[src/shared/atf_params.svh]
/*
 Frame layout constants for the transmit-request frame parser.
 Assumes inclusion by bare name from the design files.
*/
// Summary of operation
// - frame opens with delimiter 0x7e, then a two-byte length, high byte first.
// - length counts bytes after the length field and before the checksum.
// - frame type 0x10 at offset 3 orders a radio send to the destination.
// - offset 4 holds frame id; id zero means no response frame.
// - destination 0x000000000000ffff is treated as broadcast.
// - offset 15 is broadcast hop limit; zero selects the configured maximum.
// - option bit 0 disables ack, bit 1 skips route discovery; others zero.
// - bytes from offset 17 to before checksum are payload, passed unchanged.
// - sum of bytes from offset 3 through checksum must equal 0xff.
// - escape mode 1 carries all bytes unescaped.
// - escape mode 2 restores escaped bytes before length and checksum checks.
// - status frame follows each send unless the frame id was zero.
`ifndef ATF_PARAMS_SVH
`define ATF_PARAMS_SVH
`define ATF_DELIM 8'h7e
`define ATF_ESC 8'h7d
`define ATF_ESC_XOR 8'h20
`define ATF_TYPE_TX 8'h10
`define ATF_SUM_OK 8'hff
`define ATF_BCAST_ADDR 64'h0000_0000_0000_ffff
`define ATF_HDR_LEN 16'h000e
`define ATF_OFS_TYPE 16'h0000
`define ATF_OFS_ID 16'h0001
`define ATF_OFS_DST_LO 16'h0009
`define ATF_OFS_RSV_LO 16'h000b
`define ATF_OFS_RADIUS 16'h000c
`define ATF_OFS_OPT 16'h000d
`define ATF_MODE_ESC 2'h2
`define ATF_FIFO_DEPTH 32
`endif

[src/shared/atf_pkg.sv]
/*
 Types shared by the frame parser, its assertions and its bench.
 Assumes atf_params.svh is on the include path.
*/
package atf_pkg;
   typedef enum logic [2:0] {
      ATF_HUNT = 3'b000,
      ATF_LEN_HI = 3'b001,
      ATF_LEN_LO = 3'b010,
      ATF_BODY = 3'b011,
      ATF_CSUM = 3'b100
   } atf_state_t;

   typedef struct packed {
      logic [7:0] data;
      logic last;
   } atf_beat_t;

   typedef struct packed {
      logic [63:0] dest;
      logic [7:0] frame_id;
      logic [7:0] radius;
      logic broadcast;
      logic no_ack;
      logic no_route_disc;
      logic want_status;
      logic [15:0] payload_len;
   } atf_req_t;
endpackage

[src/verilog/atf_fifo.sv]
/*
 Synchronous FIFO with valid/ready on both sides.
 Assumes one clock and a synchronous active-low reset.
*/
`timescale 1ns/10ps
`default_nettype none
module atf_fifo #(
   parameter int WIDTH = 9,
   parameter int DEPTH = 32
) (
   input wire logic clk_sys_i,
   input wire logic rst_b_i,
   input wire logic [WIDTH-1:0] in_data_i,
   input wire logic in_valid_i,
   output logic in_ready_o,
   output logic [WIDTH-1:0] out_data_o,
   output logic out_valid_o,
   input wire logic out_ready_i
);
   localparam int AW = $clog2(DEPTH);
   logic [WIDTH-1:0] mem_ff [DEPTH];
   logic [AW-1:0] wr_ptr_ff;
   logic [AW-1:0] rd_ptr_ff;
   logic [AW:0] count_ff;
   logic do_wr;
   logic do_rd;

   assign in_ready_o = (count_ff != (AW+1)'(DEPTH));
   assign out_valid_o = (count_ff != '0);
   assign out_data_o = mem_ff[rd_ptr_ff];
   assign do_wr = in_valid_i && in_ready_o;
   assign do_rd = out_valid_o && out_ready_i;

   always_ff @(posedge clk_sys_i) begin
      if (do_wr) begin
         mem_ff[wr_ptr_ff] <= in_data_i;
      end
   end

   always_ff @(posedge clk_sys_i) begin
      if (!rst_b_i) begin
         wr_ptr_ff <= '0;
         rd_ptr_ff <= '0;
         count_ff <= '0;
      end else begin
         if (do_wr) begin
            wr_ptr_ff <= (wr_ptr_ff == AW'(DEPTH-1)) ? '0 : wr_ptr_ff + 1'b1;
         end
         if (do_rd) begin
            rd_ptr_ff <= (rd_ptr_ff == AW'(DEPTH-1)) ? '0 : rd_ptr_ff + 1'b1;
         end
         if (do_wr && !do_rd) begin
            count_ff <= count_ff + 1'b1;
         end else if (do_rd && !do_wr) begin
            count_ff <= count_ff - 1'b1;
         end
      end
   end
endmodule
`default_nettype wire

[src/verilog/atf_framer.sv]
/*
 Transmit-request frame parser: takes host bytes, deescapes them in escape mode 2, checks length
 and checksum, sends payload through a FIFO and the request fields out.
 Assumes bytes arrive already deserialised on the system clock.
 Assumes the escape mode only changes between frames.
 Assumes the consumer drops buffered payload of a frame that ends in
 frame_err_o; unescaped mode has no resync inside a frame.
*/
`timescale 1ns/10ps
`default_nettype none
`include "atf_params.svh"
module atf_framer #(
   parameter int FIFO_DEPTH = `ATF_FIFO_DEPTH
) (
   input wire logic clk_sys_i,
   input wire logic rst_b_i,
   input wire logic [1:0] api_escape_mode_setting_i,
   input wire logic [7:0] max_hops_i,
   input wire logic [7:0] rx_byte_i,
   input wire logic rx_valid_i,
   output logic rx_ready_o,
   output atf_pkg::atf_beat_t pay_data_o,
   output logic pay_valid_o,
   input wire logic pay_ready_i,
   output atf_pkg::atf_req_t req_o,
   output logic req_valid_o,
   output logic frame_err_o
);
   import atf_pkg::*;

   // -------------------------------------------------------------
   // state
   // -------------------------------------------------------------
   atf_state_t state_ff;
   logic esc_ff;
   logic [15:0] len_ff;
   logic [15:0] idx_ff;
   logic [7:0] sum_ff;
   logic [7:0] type_ff;
   atf_req_t req_ff;
   logic req_valid_ff;
   logic err_ff;
   logic fifo_in_ready;
   atf_beat_t fifo_in;
   logic fifo_in_valid;

   // -------------------------------------------------------------
   // input decode
   // -------------------------------------------------------------
   logic take;
   logic is_delim;
   logic is_esc_lead;
   logic [7:0] byte_d;
   logic in_payload;
   logic good_sum;

   function automatic logic [7:0] unesc(input logic [7:0] b, input logic e);
      unesc = e ? (b ^ `ATF_ESC_XOR) : b;
   endfunction

   // body byte that closes the counted span
   function automatic logic body_end(input logic [15:0] idx,
      input logic [15:0] len);
      body_end = (idx + 16'h0001 == len);
   endfunction

   function automatic logic bcast_dest(input logic [63:0] d);
      bcast_dest = (d == `ATF_BCAST_ADDR);
   endfunction

   function automatic logic [7:0] hop_limit(input logic [7:0] b,
      input logic [7:0] cfg);
      hop_limit = (b == 8'h00) ? cfg : b;
   endfunction

   // only a payload byte waits on a full buffer
   assign rx_ready_o = (state_ff != ATF_BODY) || !in_payload || fifo_in_ready;
   assign take = rx_valid_i && rx_ready_o;
   // unescaped bytes may equal the delimiter, so resync only while hunting
   assign is_delim = (rx_byte_i == `ATF_DELIM)
      && ((api_escape_mode_setting_i == `ATF_MODE_ESC)
      || (state_ff == ATF_HUNT));
   assign is_esc_lead = (api_escape_mode_setting_i == `ATF_MODE_ESC)
      && (rx_byte_i == `ATF_ESC) && !esc_ff;
   assign byte_d = unesc(rx_byte_i, esc_ff);
   assign in_payload = (idx_ff > `ATF_OFS_OPT);
   assign good_sum = (8'(sum_ff + byte_d) == `ATF_SUM_OK);

   // remembers an escape lead until the byte it modifies
   always_ff @(posedge clk_sys_i) begin
      if (!rst_b_i) begin
         esc_ff <= 1'b0;
      end else if (take) begin
         esc_ff <= is_esc_lead;
      end
   end

   // -------------------------------------------------------------
   // frame walk
   // -------------------------------------------------------------
   always_ff @(posedge clk_sys_i) begin
      if (!rst_b_i) begin
         state_ff <= ATF_HUNT;
         len_ff <= 16'h0000;
         idx_ff <= 16'h0000;
         sum_ff <= 8'h00;
         type_ff <= 8'h00;
      end else if (take && is_delim) begin
         state_ff <= ATF_LEN_HI;
      end else if (take && !is_esc_lead) begin
         unique case (state_ff)
            ATF_HUNT: begin
            end
            ATF_LEN_HI: begin
               len_ff <= {byte_d, 8'h00};
               state_ff <= ATF_LEN_LO;
            end
            ATF_LEN_LO: begin
               len_ff <= {len_ff[15:8], byte_d};
               idx_ff <= 16'h0000;
               sum_ff <= 8'h00;
               // header is fixed; shorter length cannot be a request
               state_ff <= ({len_ff[15:8], byte_d} < `ATF_HDR_LEN + 16'h0001)
                  ? ATF_HUNT : ATF_BODY;
            end
            ATF_BODY: begin
               sum_ff <= 8'(sum_ff + byte_d);
               idx_ff <= idx_ff + 16'h0001;
               if (idx_ff == `ATF_OFS_TYPE) begin
                  type_ff <= byte_d;
               end
               if (body_end(idx_ff, len_ff)) begin
                  state_ff <= ATF_CSUM;
               end
            end
            ATF_CSUM: begin
               state_ff <= ATF_HUNT;
            end
            default: state_ff <= ATF_HUNT;
         endcase
      end
   end

   // -------------------------------------------------------------
   // field capture
   // -------------------------------------------------------------
   always_ff @(posedge clk_sys_i) begin
      if (!rst_b_i) begin
         req_ff <= '0;
      end else if (take && !is_esc_lead && !is_delim
                   && state_ff == ATF_BODY) begin
         if (idx_ff == `ATF_OFS_ID) begin
            req_ff.frame_id <= byte_d;
         end
         if (idx_ff > `ATF_OFS_ID && idx_ff <= `ATF_OFS_DST_LO) begin
            req_ff.dest <= {req_ff.dest[55:0], byte_d};
         end
         if (idx_ff == `ATF_OFS_RADIUS) begin
            req_ff.radius <= hop_limit(byte_d, max_hops_i);
         end
         if (idx_ff == `ATF_OFS_OPT) begin
            req_ff.no_ack <= byte_d[0];
            req_ff.no_route_disc <= byte_d[1];
         end
         req_ff.payload_len <= len_ff - `ATF_HDR_LEN;
         req_ff.broadcast <= bcast_dest(req_ff.dest);
         req_ff.want_status <= (req_ff.frame_id != 8'h00);
      end else if (state_ff == ATF_CSUM) begin
         // flags settle from the final captured fields
         req_ff.broadcast <= bcast_dest(req_ff.dest);
         req_ff.want_status <= (req_ff.frame_id != 8'h00);
      end
   end

   // -------------------------------------------------------------
   // verdict
   // -------------------------------------------------------------
   always_ff @(posedge clk_sys_i) begin
      if (!rst_b_i) begin
         req_valid_ff <= 1'b0;
      end else begin
         req_valid_ff <= take && !is_esc_lead && !is_delim
            && state_ff == ATF_CSUM && good_sum
            && type_ff == `ATF_TYPE_TX;
      end
   end

   // a delimiter inside a frame cuts it
   always_ff @(posedge clk_sys_i) begin
      if (!rst_b_i) begin
         err_ff <= 1'b0;
      end else begin
         err_ff <= (take && !is_esc_lead && !is_delim
            && state_ff == ATF_CSUM && !good_sum)
            || (take && is_delim && state_ff != ATF_HUNT);
      end
   end

   assign req_o = req_ff;
   assign req_valid_o = req_valid_ff;
   assign frame_err_o = err_ff;

   // -------------------------------------------------------------
   // payload path
   // -------------------------------------------------------------
   assign fifo_in.data = byte_d;
   assign fifo_in.last = body_end(idx_ff, len_ff);
   // other frame types are checked but never buffered
   assign fifo_in_valid = rx_valid_i && state_ff == ATF_BODY && in_payload
      && !is_esc_lead && !is_delim && (type_ff == `ATF_TYPE_TX);

   atf_fifo #(
      .WIDTH($bits(atf_beat_t)),
      .DEPTH(FIFO_DEPTH)
   ) u_fifo (
      .clk_sys_i(clk_sys_i),
      .rst_b_i(rst_b_i),
      .in_data_i(fifo_in),
      .in_valid_i(fifo_in_valid),
      .in_ready_o(fifo_in_ready),
      .out_data_o(pay_data_o),
      .out_valid_o(pay_valid_o),
      .out_ready_i(pay_ready_i)
   );
endmodule
`default_nettype wire

[config.mk]
export PLATFORM = sky130hd
export DESIGN_NAME = atf_framer
export DESIGN_NICKNAME = d
export VERILOG_FILES = /design/src/shared/atf_pkg.sv /design/src/verilog/atf_fifo.sv /design/src/verilog/atf_framer.sv
export VERILOG_INCLUDE_DIRS = /design/src /design/src/shared
export SDC_FILE = /design/constraint.sdc
export NUM_CORES = 1
export LEC_CHECK = 0
export BUFFER_PORTS_ARGS = -buffer_cell sky130_fd_sc_hd__buf_4
export CAP_MARGIN = 20
export CORE_AREA = 2 2 214 163
export CTS_CLUSTER_DIAMETER = 200
export DETAILED_ROUTE_END_ITERATION = 8
export DIE_AREA = 0 0 216 165
export GPL_ROUTABILITY_DRIVEN = 0
export HOLD_SLACK_MARGIN = 0.1
export MAX_ROUTING_LAYER = met4
export PLACE_DENSITY = 0.79
export SYNTH_ARGS = -nofsm -noshare
export SYNTH_HDL_FRONTEND = slang
export SYNTH_HIERARCHICAL = 1
export SYNTH_SLANG_ARGS = --single-unit
[constraint.sdc]
create_clock -name clk_sys_i -period 5.65 [get_ports clk_sys_i]
set_input_delay 1.695 -clock clk_sys_i [delete_from_list [all_inputs] [get_ports clk_sys_i]]
set_output_delay 1.695 -clock clk_sys_i [all_outputs]
set_load 0.01 [all_outputs]
Word-level counts from Yosys, hierarchy flattened
Memories as Yosys holds them, arrays and structs flattened. A register that Yosys moved wholly into a read port is not among the register bits. Cells that the tools add are included.

$add $sub $neg: 7. Magnitude comparators: 4. Eq/ne operators: 21. Muxes and demuxes: 22. Bitwise operators: 5. Reduce and logical (&&, ||, !) cells: 56.

Operator list (count): 64-bit by 16-bit equality test with 1-bit output, second input constant (1); 16-bit case mux with 2 select lines (2); 16-bit by 4-bit equality test with 1-bit output, second input constant (2); 1-bit logical AND (23); 5-bit 2-to-1 mux (4); 6-bit 2-to-1 mux (3); 16-bit by 1-bit adder with 16-bit output, second input constant (1); 16-bit by 1-bit equality test with 1-bit output, second input constant (1); 16-bit equality test (1); 8-bit by 7-bit equality test with 1-bit output, second input constant (2); 16-bit by 1-bit greater-than comparator with 1-bit output, second input constant (1); 16-bit by 4-bit greater-than comparator with 1-bit output, second input constant (1); 16-bit by 4-bit <= comparator with 1-bit output, second input constant (1); 16-bit zero test (1); 16-bit by 4-bit < comparator with 1-bit output, second input constant (1); 8-bit case mux with 2 select lines (1); 16-bit by 4-bit subtractor with 16-bit output, second input constant (1); 3-bit case mux with 4 select lines (1); 3-bit AND reduction (4); 5-bit by 1-bit adder with 5-bit output, second input constant (2); 5-bit equality test, second input constant (2); 2-bit nonzero test (5); 8-bit adder (1); 8-bit by 5-bit equality test with 1-bit output, second input constant (1); other kinds (25) (52).

Register bits: 170. Bits in writable memories: 288. Memories kept: 1.

Memories: u_fifo.mem_ff (words 32, bits a word 9, read ports 1, clocked after memory_dff 1, write ports 1, RTL line atf_fifo.sv:21) `logic [WIDTH-1:0] mem_ff [DEPTH];`.

Depth between registers and ports, before layout
Depth in word-level cells: 12. Depth in mapped cells: 16. Depth with buffers taken out: 14.

By module
The synthesis kept the hierarchy.

Modules (own cells, without submodules): atf_fifo (times used 1, cells each 685, area an instance 12314.3 µm², seq. area each 9068.7 µm²); atf_framer (times used 1, cells each 928, area an instance 7613.6 µm², seq. area each 3083.0 µm²).

Least setup slack after synthesis
No wires, ideal clock.

Kind: input port to flip-flop. Start point: input rx_byte_i[0]. End point: register u_fifo.count_ff[5]. Setup time: 0.129 ns. Data arrival time: 4.546 ns. Data required time: 5.521 ns. Setup slack: 0.975 ns. Stages on the path: 16. Buffers on the path: 2. Path through: clkbuf_1 inv_1 o211a_1 o21ai_1 buf_4 nand3_1 a211oi_1 o31ai_4 inv_4 ha_1 inv_1 ha_1 a211o_1 o221a_2 o21ai_0 nand4b_1.

Word-level cells in the longest chain between the ends: 11. Elaborated cells on any way between the ends: 16. Classes of those cells: 2 x eq/ne; 1 x mux; 13 x reduce/logical.

RTL lines: start: declaration (RTL line atf_framer.sv:19) `input wire logic [7:0] rx_byte_i,`; 8-bit by 7-bit equality test with 1-bit output (no line); 1-bit logical AND (2 in a row) (RTL line atf_framer.sv:83) `` assign is_esc_lead = (api_escape_mode_setting_i == `ATF_MODE_ESC) ``; 1-bit zero test (RTL line atf_framer.sv:210) `` && !is_esc_lead && !is_delim && (type_ff == `ATF_TYPE_TX); ``; 1-bit logical AND (RTL line atf_framer.sv:210); 1-bit logical AND (*) (RTL line atf_framer.sv:210); 1-bit logical AND (*) (RTL line atf_framer.sv:209) `assign fifo_in_valid = rx_valid_i && state_ff == ATF_BODY && in_payload`; named net fifo_in_valid (RTL line atf_framer.sv:45) `logic fifo_in_valid;`; 1-bit logical AND (*) (RTL line atf_fifo.sv:31) `assign do_wr = in_valid_i && in_ready_o;`; named net u_fifo.do_wr (RTL line atf_fifo.sv:25) `logic do_wr;`; 1-bit zero test (RTL line atf_fifo.sv:54) `end else if (do_rd && !do_wr) begin`; 1-bit logical AND (RTL line atf_fifo.sv:54); 2-bit nonzero test (no line); end signal: assignment (RTL line atf_fifo.sv:53) `count_ff <= count_ff + 1'b1;`; end signal: assignment (RTL line atf_fifo.sv:55) `count_ff <= count_ff - 1'b1;`; end: declaration (RTL line atf_fifo.sv:24) `logic [AW:0] count_ff;`.

The timed path passes the listed nets; every way through them passes the cells marked *. A chain may end at the register's enable or synchronous reset.

==> impl_summary.txt <==
----------------------------------------------------
[Outcome]
  Status ... finished, final reports clean

[Global route]
  Total grt overflow ... 0
  Met1 track utilization from global routing ... 40.2%
  Pin count of the biggest net entering global routing ... 79
  First-pass GRT wire length ... 76700 um
  Number of antenna violations at the first check in global routing ... 0
  Routing usage on met2 ... 43.3%
  Global route hottest layer ... met2
  Met3 track demand over resource in global routing ... 7.02%
  Gr usage total ... 28.9%
  Via count of the first global-routing pass ... 13300

[Clocking]
  Clock Tree Buf Depth ... 3
  Clock-pin slew on the worst setup and hold paths ... 0.06 ns
  CTS tree ... yes
  Setup Buffers After CTS ... 0
  Clock Tree Root ... sky130_fd_sc_hd__clkbuf_16
  Quantity of gates resized following cts ... 0
  Number of buffers inserted during clock tree synthesis ... 44
  Sinks on Clock Net ... 463
  Number of hold buffers added after cts ... 0
  Clock latency on the worst-skew pair ... 0.56 ns
  H-tree levels ... 2

[STA]
  Relative slew slack ... 31.3%
  Highest achievable clock rate ... 204 MHz
  Number of max-slew violations in the final report ... 0
  Unrepaired setup endpoints after global routing ... no
  Clock period minus worst slack ... 4.90 ns
  Tightest Pin Transition ... 1.03 ns
  Post-layout worst setup margin ... 0.750 ns
  Worst Skew ... 0.0329 ns
  Fin crit share ... 86.7%
  Total negative setup slack ... 0 ns
  Hold Violations, Final ... 0
  Final count of negative-setup-slack endpoints ... 0

[Power and ir drop]
  P_leak ... 8.00 nW
  Part of the total power dissipated in sequential elements ... 49.0%
  Internal power consumption ... 0.00571 W
  Clock share of power ... 39.4%
  Switching power of the nets ... 0.00185 W
  Combinational power share ... 11.6%
  Net Sw Frac ... 24.5%
  Worst-case vdd ir drop ... 0.000249 V
  Power density normalized to cell area ... 333 nW/um^2

[Worst setup path]
  Cell depth of the worst flop-to-flop path ... 15
  CP required ... 3.95 ns
  Category of the critical setup timing path ... reg -> out
  Setup crit end kind ... output pin
  Maximum fanout count along the critical path ... 23
  Setup slack on the worst flop-to-flop path ... 1.82 ns
  Startpoint of the worst register-to-register path ... state_ff[0]
  Critical-path top delay cell ... sky130_fd_sc_hd__dfxtp_2
  Top Family by Delay on Critical Path ... flip-flops
  Crit path DAT ... 3.21 ns
  Biggest cell delay along the critical path ... 0.83 ns
  Startpoint type of the worst setup path ... flip-flop
  WP buf/inv ... 2
  Cell-by-cell listing of the critical path ... buf_4 -> mux4_2 -> a221oi_1 -> nand3_1 -> buf_4
  Cell mode on critical path ... sky130_fd_sc_hd__buf_4
  Critical register-to-register path endpoint ... u_fifo/count_ff[5]

[Layout]
  Most common library cell in the layout ignoring fill and taps ... sky130_fd_sc_hd__edfxtp_1
  Area Overhead vs Synth ... 13.6%
  Antenna Cells ... 0
  Number of standard cells in the final layout excluding fillers ... 2189
  Ratio of cells with drive above 1 in the final layout ... 17.3%
  Top library cells by usage in the layout, fill and taps aside ... sky130_fd_sc_hd__edfxtp_1 (288), sky130_fd_sc_hd__nand2_1 (189), sky130_fd_sc_hd__dfxtp_1 (173)
  Final layout net count ... 1754

[Placed design]
  Total half-perimeter wirelength after legalization and detailed placement ... 31600 um
  Worst-case setup slack after placement ... 0.523 ns
  Dpl cells ... 2108
  Input/output buffers ... 134

[Routing]
  Initial DRT Pass Iterations ... 5
  Post-route antenna net violation count ... 0
  DRC errors left ... 0
  Post-detailed-routing wire length ... 50300 um
  Ratio of routed vias to standard cells ... 6.34
  Wire length per cell after detailed routing ... 23.0 um
  Vias ... 13900
  Iteration-0 DRC Markers ... 1475

[Worst hold path]
  Worst min-delay path endpoint ... sum_ff[2]
  Hold Crit Class ... reg -> reg
  Cell count of the worst hold path ... 2
  Worst hold start ... sum_ff[2]

[Synth]
  Gate count after technology mapping ... 1613
  Fraction of the mapped netlist area in compound gates ... 9.57%
  Post-Synth Adder-Cell Area ... 1.77%
  Multiplexer share of the synthesized area ... 9.29%
  Most used flip-flop cell after synthesis ... sky130_fd_sc_hd__edfxtp_1
  Fraction of the yosys area taken by sequential cells ... 61.0%
  Cell taking the most area after synthesis ... sky130_fd_sc_hd__edfxtp_1
  Seq cells post-synth ... 463
  Combinational family with the most area after synthesis ... simple AND/OR/NAND/NOR gates
  Leading cell types by total area after synthesis ... sky130_fd_sc_hd__edfxtp_1 (43%), sky130_fd_sc_hd__dfxtp_1 (18%), sky130_fd_sc_hd__mux2i_1 (5.2%)
  Total standard cell area after synthesis ... 19900 sq um
  Avg Cell Area, Syn ... 12.4 sq um
  Share of synthesized cell area in and, or, nand and nor gates ... 13.5%
  Fraction of synthesis flops using an asynchronous set or reset pin ... 0%
  Cell variety after synth ... 84
  Number of nets in the synthesized netlist ... 1662
  Xor/xnor share of the synthesized area ... 1.80%
  Syn. warnings ... 6
  Area fraction of the dominant cell type after synthesis ... 43.4%
  Number of enable flip-flop cells after synthesis ... 288

[Floorplanning]
  Initial cell density of the core ... 59.7%
  DIE HEIGHT ... 165 um
  Die footprint ... 35600 sq um
  Standard cell core area ... 33400 sq um
  Number of top-level design ports ... 135
  Std cell rows ... 58
  Horizontal die dimension ... 216 um

[Run]
  Number of maximum-capacitance violations ... 0

----------------------------------------------------
[Yosys cell counts, types with 4 or more instances]
library cell                count
sky130_fd_sc_hd__o21ai_1        5
sky130_fd_sc_hd__or4_1         11
sky130_fd_sc_hd__nor2b_1       10
sky130_fd_sc_hd__and3_1        17
sky130_fd_sc_hd__mux4_2        36
sky130_fd_sc_hd__buf_4         11
sky130_fd_sc_hd__a32o_1         4
sky130_fd_sc_hd__a22oi_1       37
sky130_fd_sc_hd__o211a_1        9
sky130_fd_sc_hd__nand2_4        4
sky130_fd_sc_hd__buf_1          6
sky130_fd_sc_hd__nand3_1       70
sky130_fd_sc_hd__nand3b_1       4
sky130_fd_sc_hd__ha_1          25
sky130_fd_sc_hd__inv_1         18
sky130_fd_sc_hd__a22o_1        10
sky130_fd_sc_hd__xnor2_1       26
sky130_fd_sc_hd__clkbuf_1      46
sky130_fd_sc_hd__a21oi_1      105
sky130_fd_sc_hd__nor4_1        22
sky130_fd_sc_hd__o41ai_1        6
sky130_fd_sc_hd__a21o_1         7
sky130_fd_sc_hd__o21a_1         5
sky130_fd_sc_hd__nor2_1       110
sky130_fd_sc_hd__and2_1         6
sky130_fd_sc_hd__nand4_1       20
sky130_fd_sc_hd__xor2_1        15
sky130_fd_sc_hd__o31ai_1        4
sky130_fd_sc_hd__and4_1         7
sky130_fd_sc_hd__dfxtp_1      175
sky130_fd_sc_hd__nor3b_1        4
sky130_fd_sc_hd__a211oi_1      12
sky130_fd_sc_hd__buf_2         44
sky130_fd_sc_hd__nand2_1      189
sky130_fd_sc_hd__a221oi_1       9
sky130_fd_sc_hd__mux2i_1      104
sky130_fd_sc_hd__or3_1         16
sky130_fd_sc_hd__edfxtp_1     288
sky130_fd_sc_hd__o2111ai_1      8
sky130_fd_sc_hd__a31oi_1       12
sky130_fd_sc_hd__nor3_1         8
sky130_fd_sc_hd__o21ai_0       19
[power groups by stage]
stage	Sequential (W)	Clock, W	Combinational [W]
after floorplan	0.00373	0	0.000606
after global placement	0.00377	0	0.000830
after detailed placement	0.00377	0	0.000853
after CTS	0.00370	0.00301	0.000862
after global routing	0.00371	0.00314	0.000934
final	0.00370	0.00298	0.000874
[flip-flops by register name, indices dropped and copies added, names as in the netlist, 3 cells and up, named ones only]
signal and flops:
req_o 100, u_fifo/wr_ptr_ff 5, type_ff 8, u_fifo/rd_ptr_ff 5
len_ff 16, u_fifo/mem_ff 288, u_fifo/count_ff 6, sum_ff 8
state_ff 3, idx_ff 16
[metal layers]
layer / vias up / wire [um]
li1: 6257 / -
met1: 6945 / 21700
met2: 603 / 22900
met3: 79 / 4790
met4: 0 / 872
met5: - / 0
[area by class of cell]
class	count	area (sq um)
sequential	463	12200
fill	2347	10700
multi-input combinational	1019	7190
clock buffer	58	1270
timing repair buffer	156	1180
tap	450	563
clock inverter	22	205
inverter	21	82.6
[stage by stage]
stage                     cell area (sq um)  total power (W)  utilization (%)  hold slack, ns
after CTS                             22600          0.00757             67.8           0.458
after detailed placement              21200          0.00463             63.4           0.450
after global routing                  22600          0.00778             67.8           0.491
after floorplan                       19900          0.00433                -           0.436
after global placement                21200          0.00460             63.4           0.443
final                                 22600          0.00755             67.8           0.462
[worst max path at each step]
stage          slack, ns  depth (start not counted)                  to          from
4_1_cts             0.70                          5       pay_data_o[8]     flip-flop
5_1_grt             0.56                          5       pay_data_o[1]     flip-flop
6_report            0.75                          5       pay_data_o[1]     flip-flop
2_1_floorplan       0.98                         16  u_fifo/count_ff[5]  rx_byte_i[0]
3_3_place_gp        0.68                         15  u_fifo/count_ff[5]  rx_byte_i[0]
3_5_place_dp        0.52                         15  u_fifo/count_ff[5]  rx_byte_i[0]
[kinds of logic after synthesis]
family | Yosys count
simple gates | 531
compound gates | 280
flops | 463
buf+inv | 131
mux | 140
xor+xnor | 41
fa+ha+maj | 27
[worst min-delay path, stage by stage, from the launching register on]
cell	delay [ns]
sky130_fd_sc_hd__dfxtp_1	0.31
sky130_fd_sc_hd__nand2_1	0.05
sky130_fd_sc_hd__a21oi_1	0.05
Power figures use the tool's default switching activity.
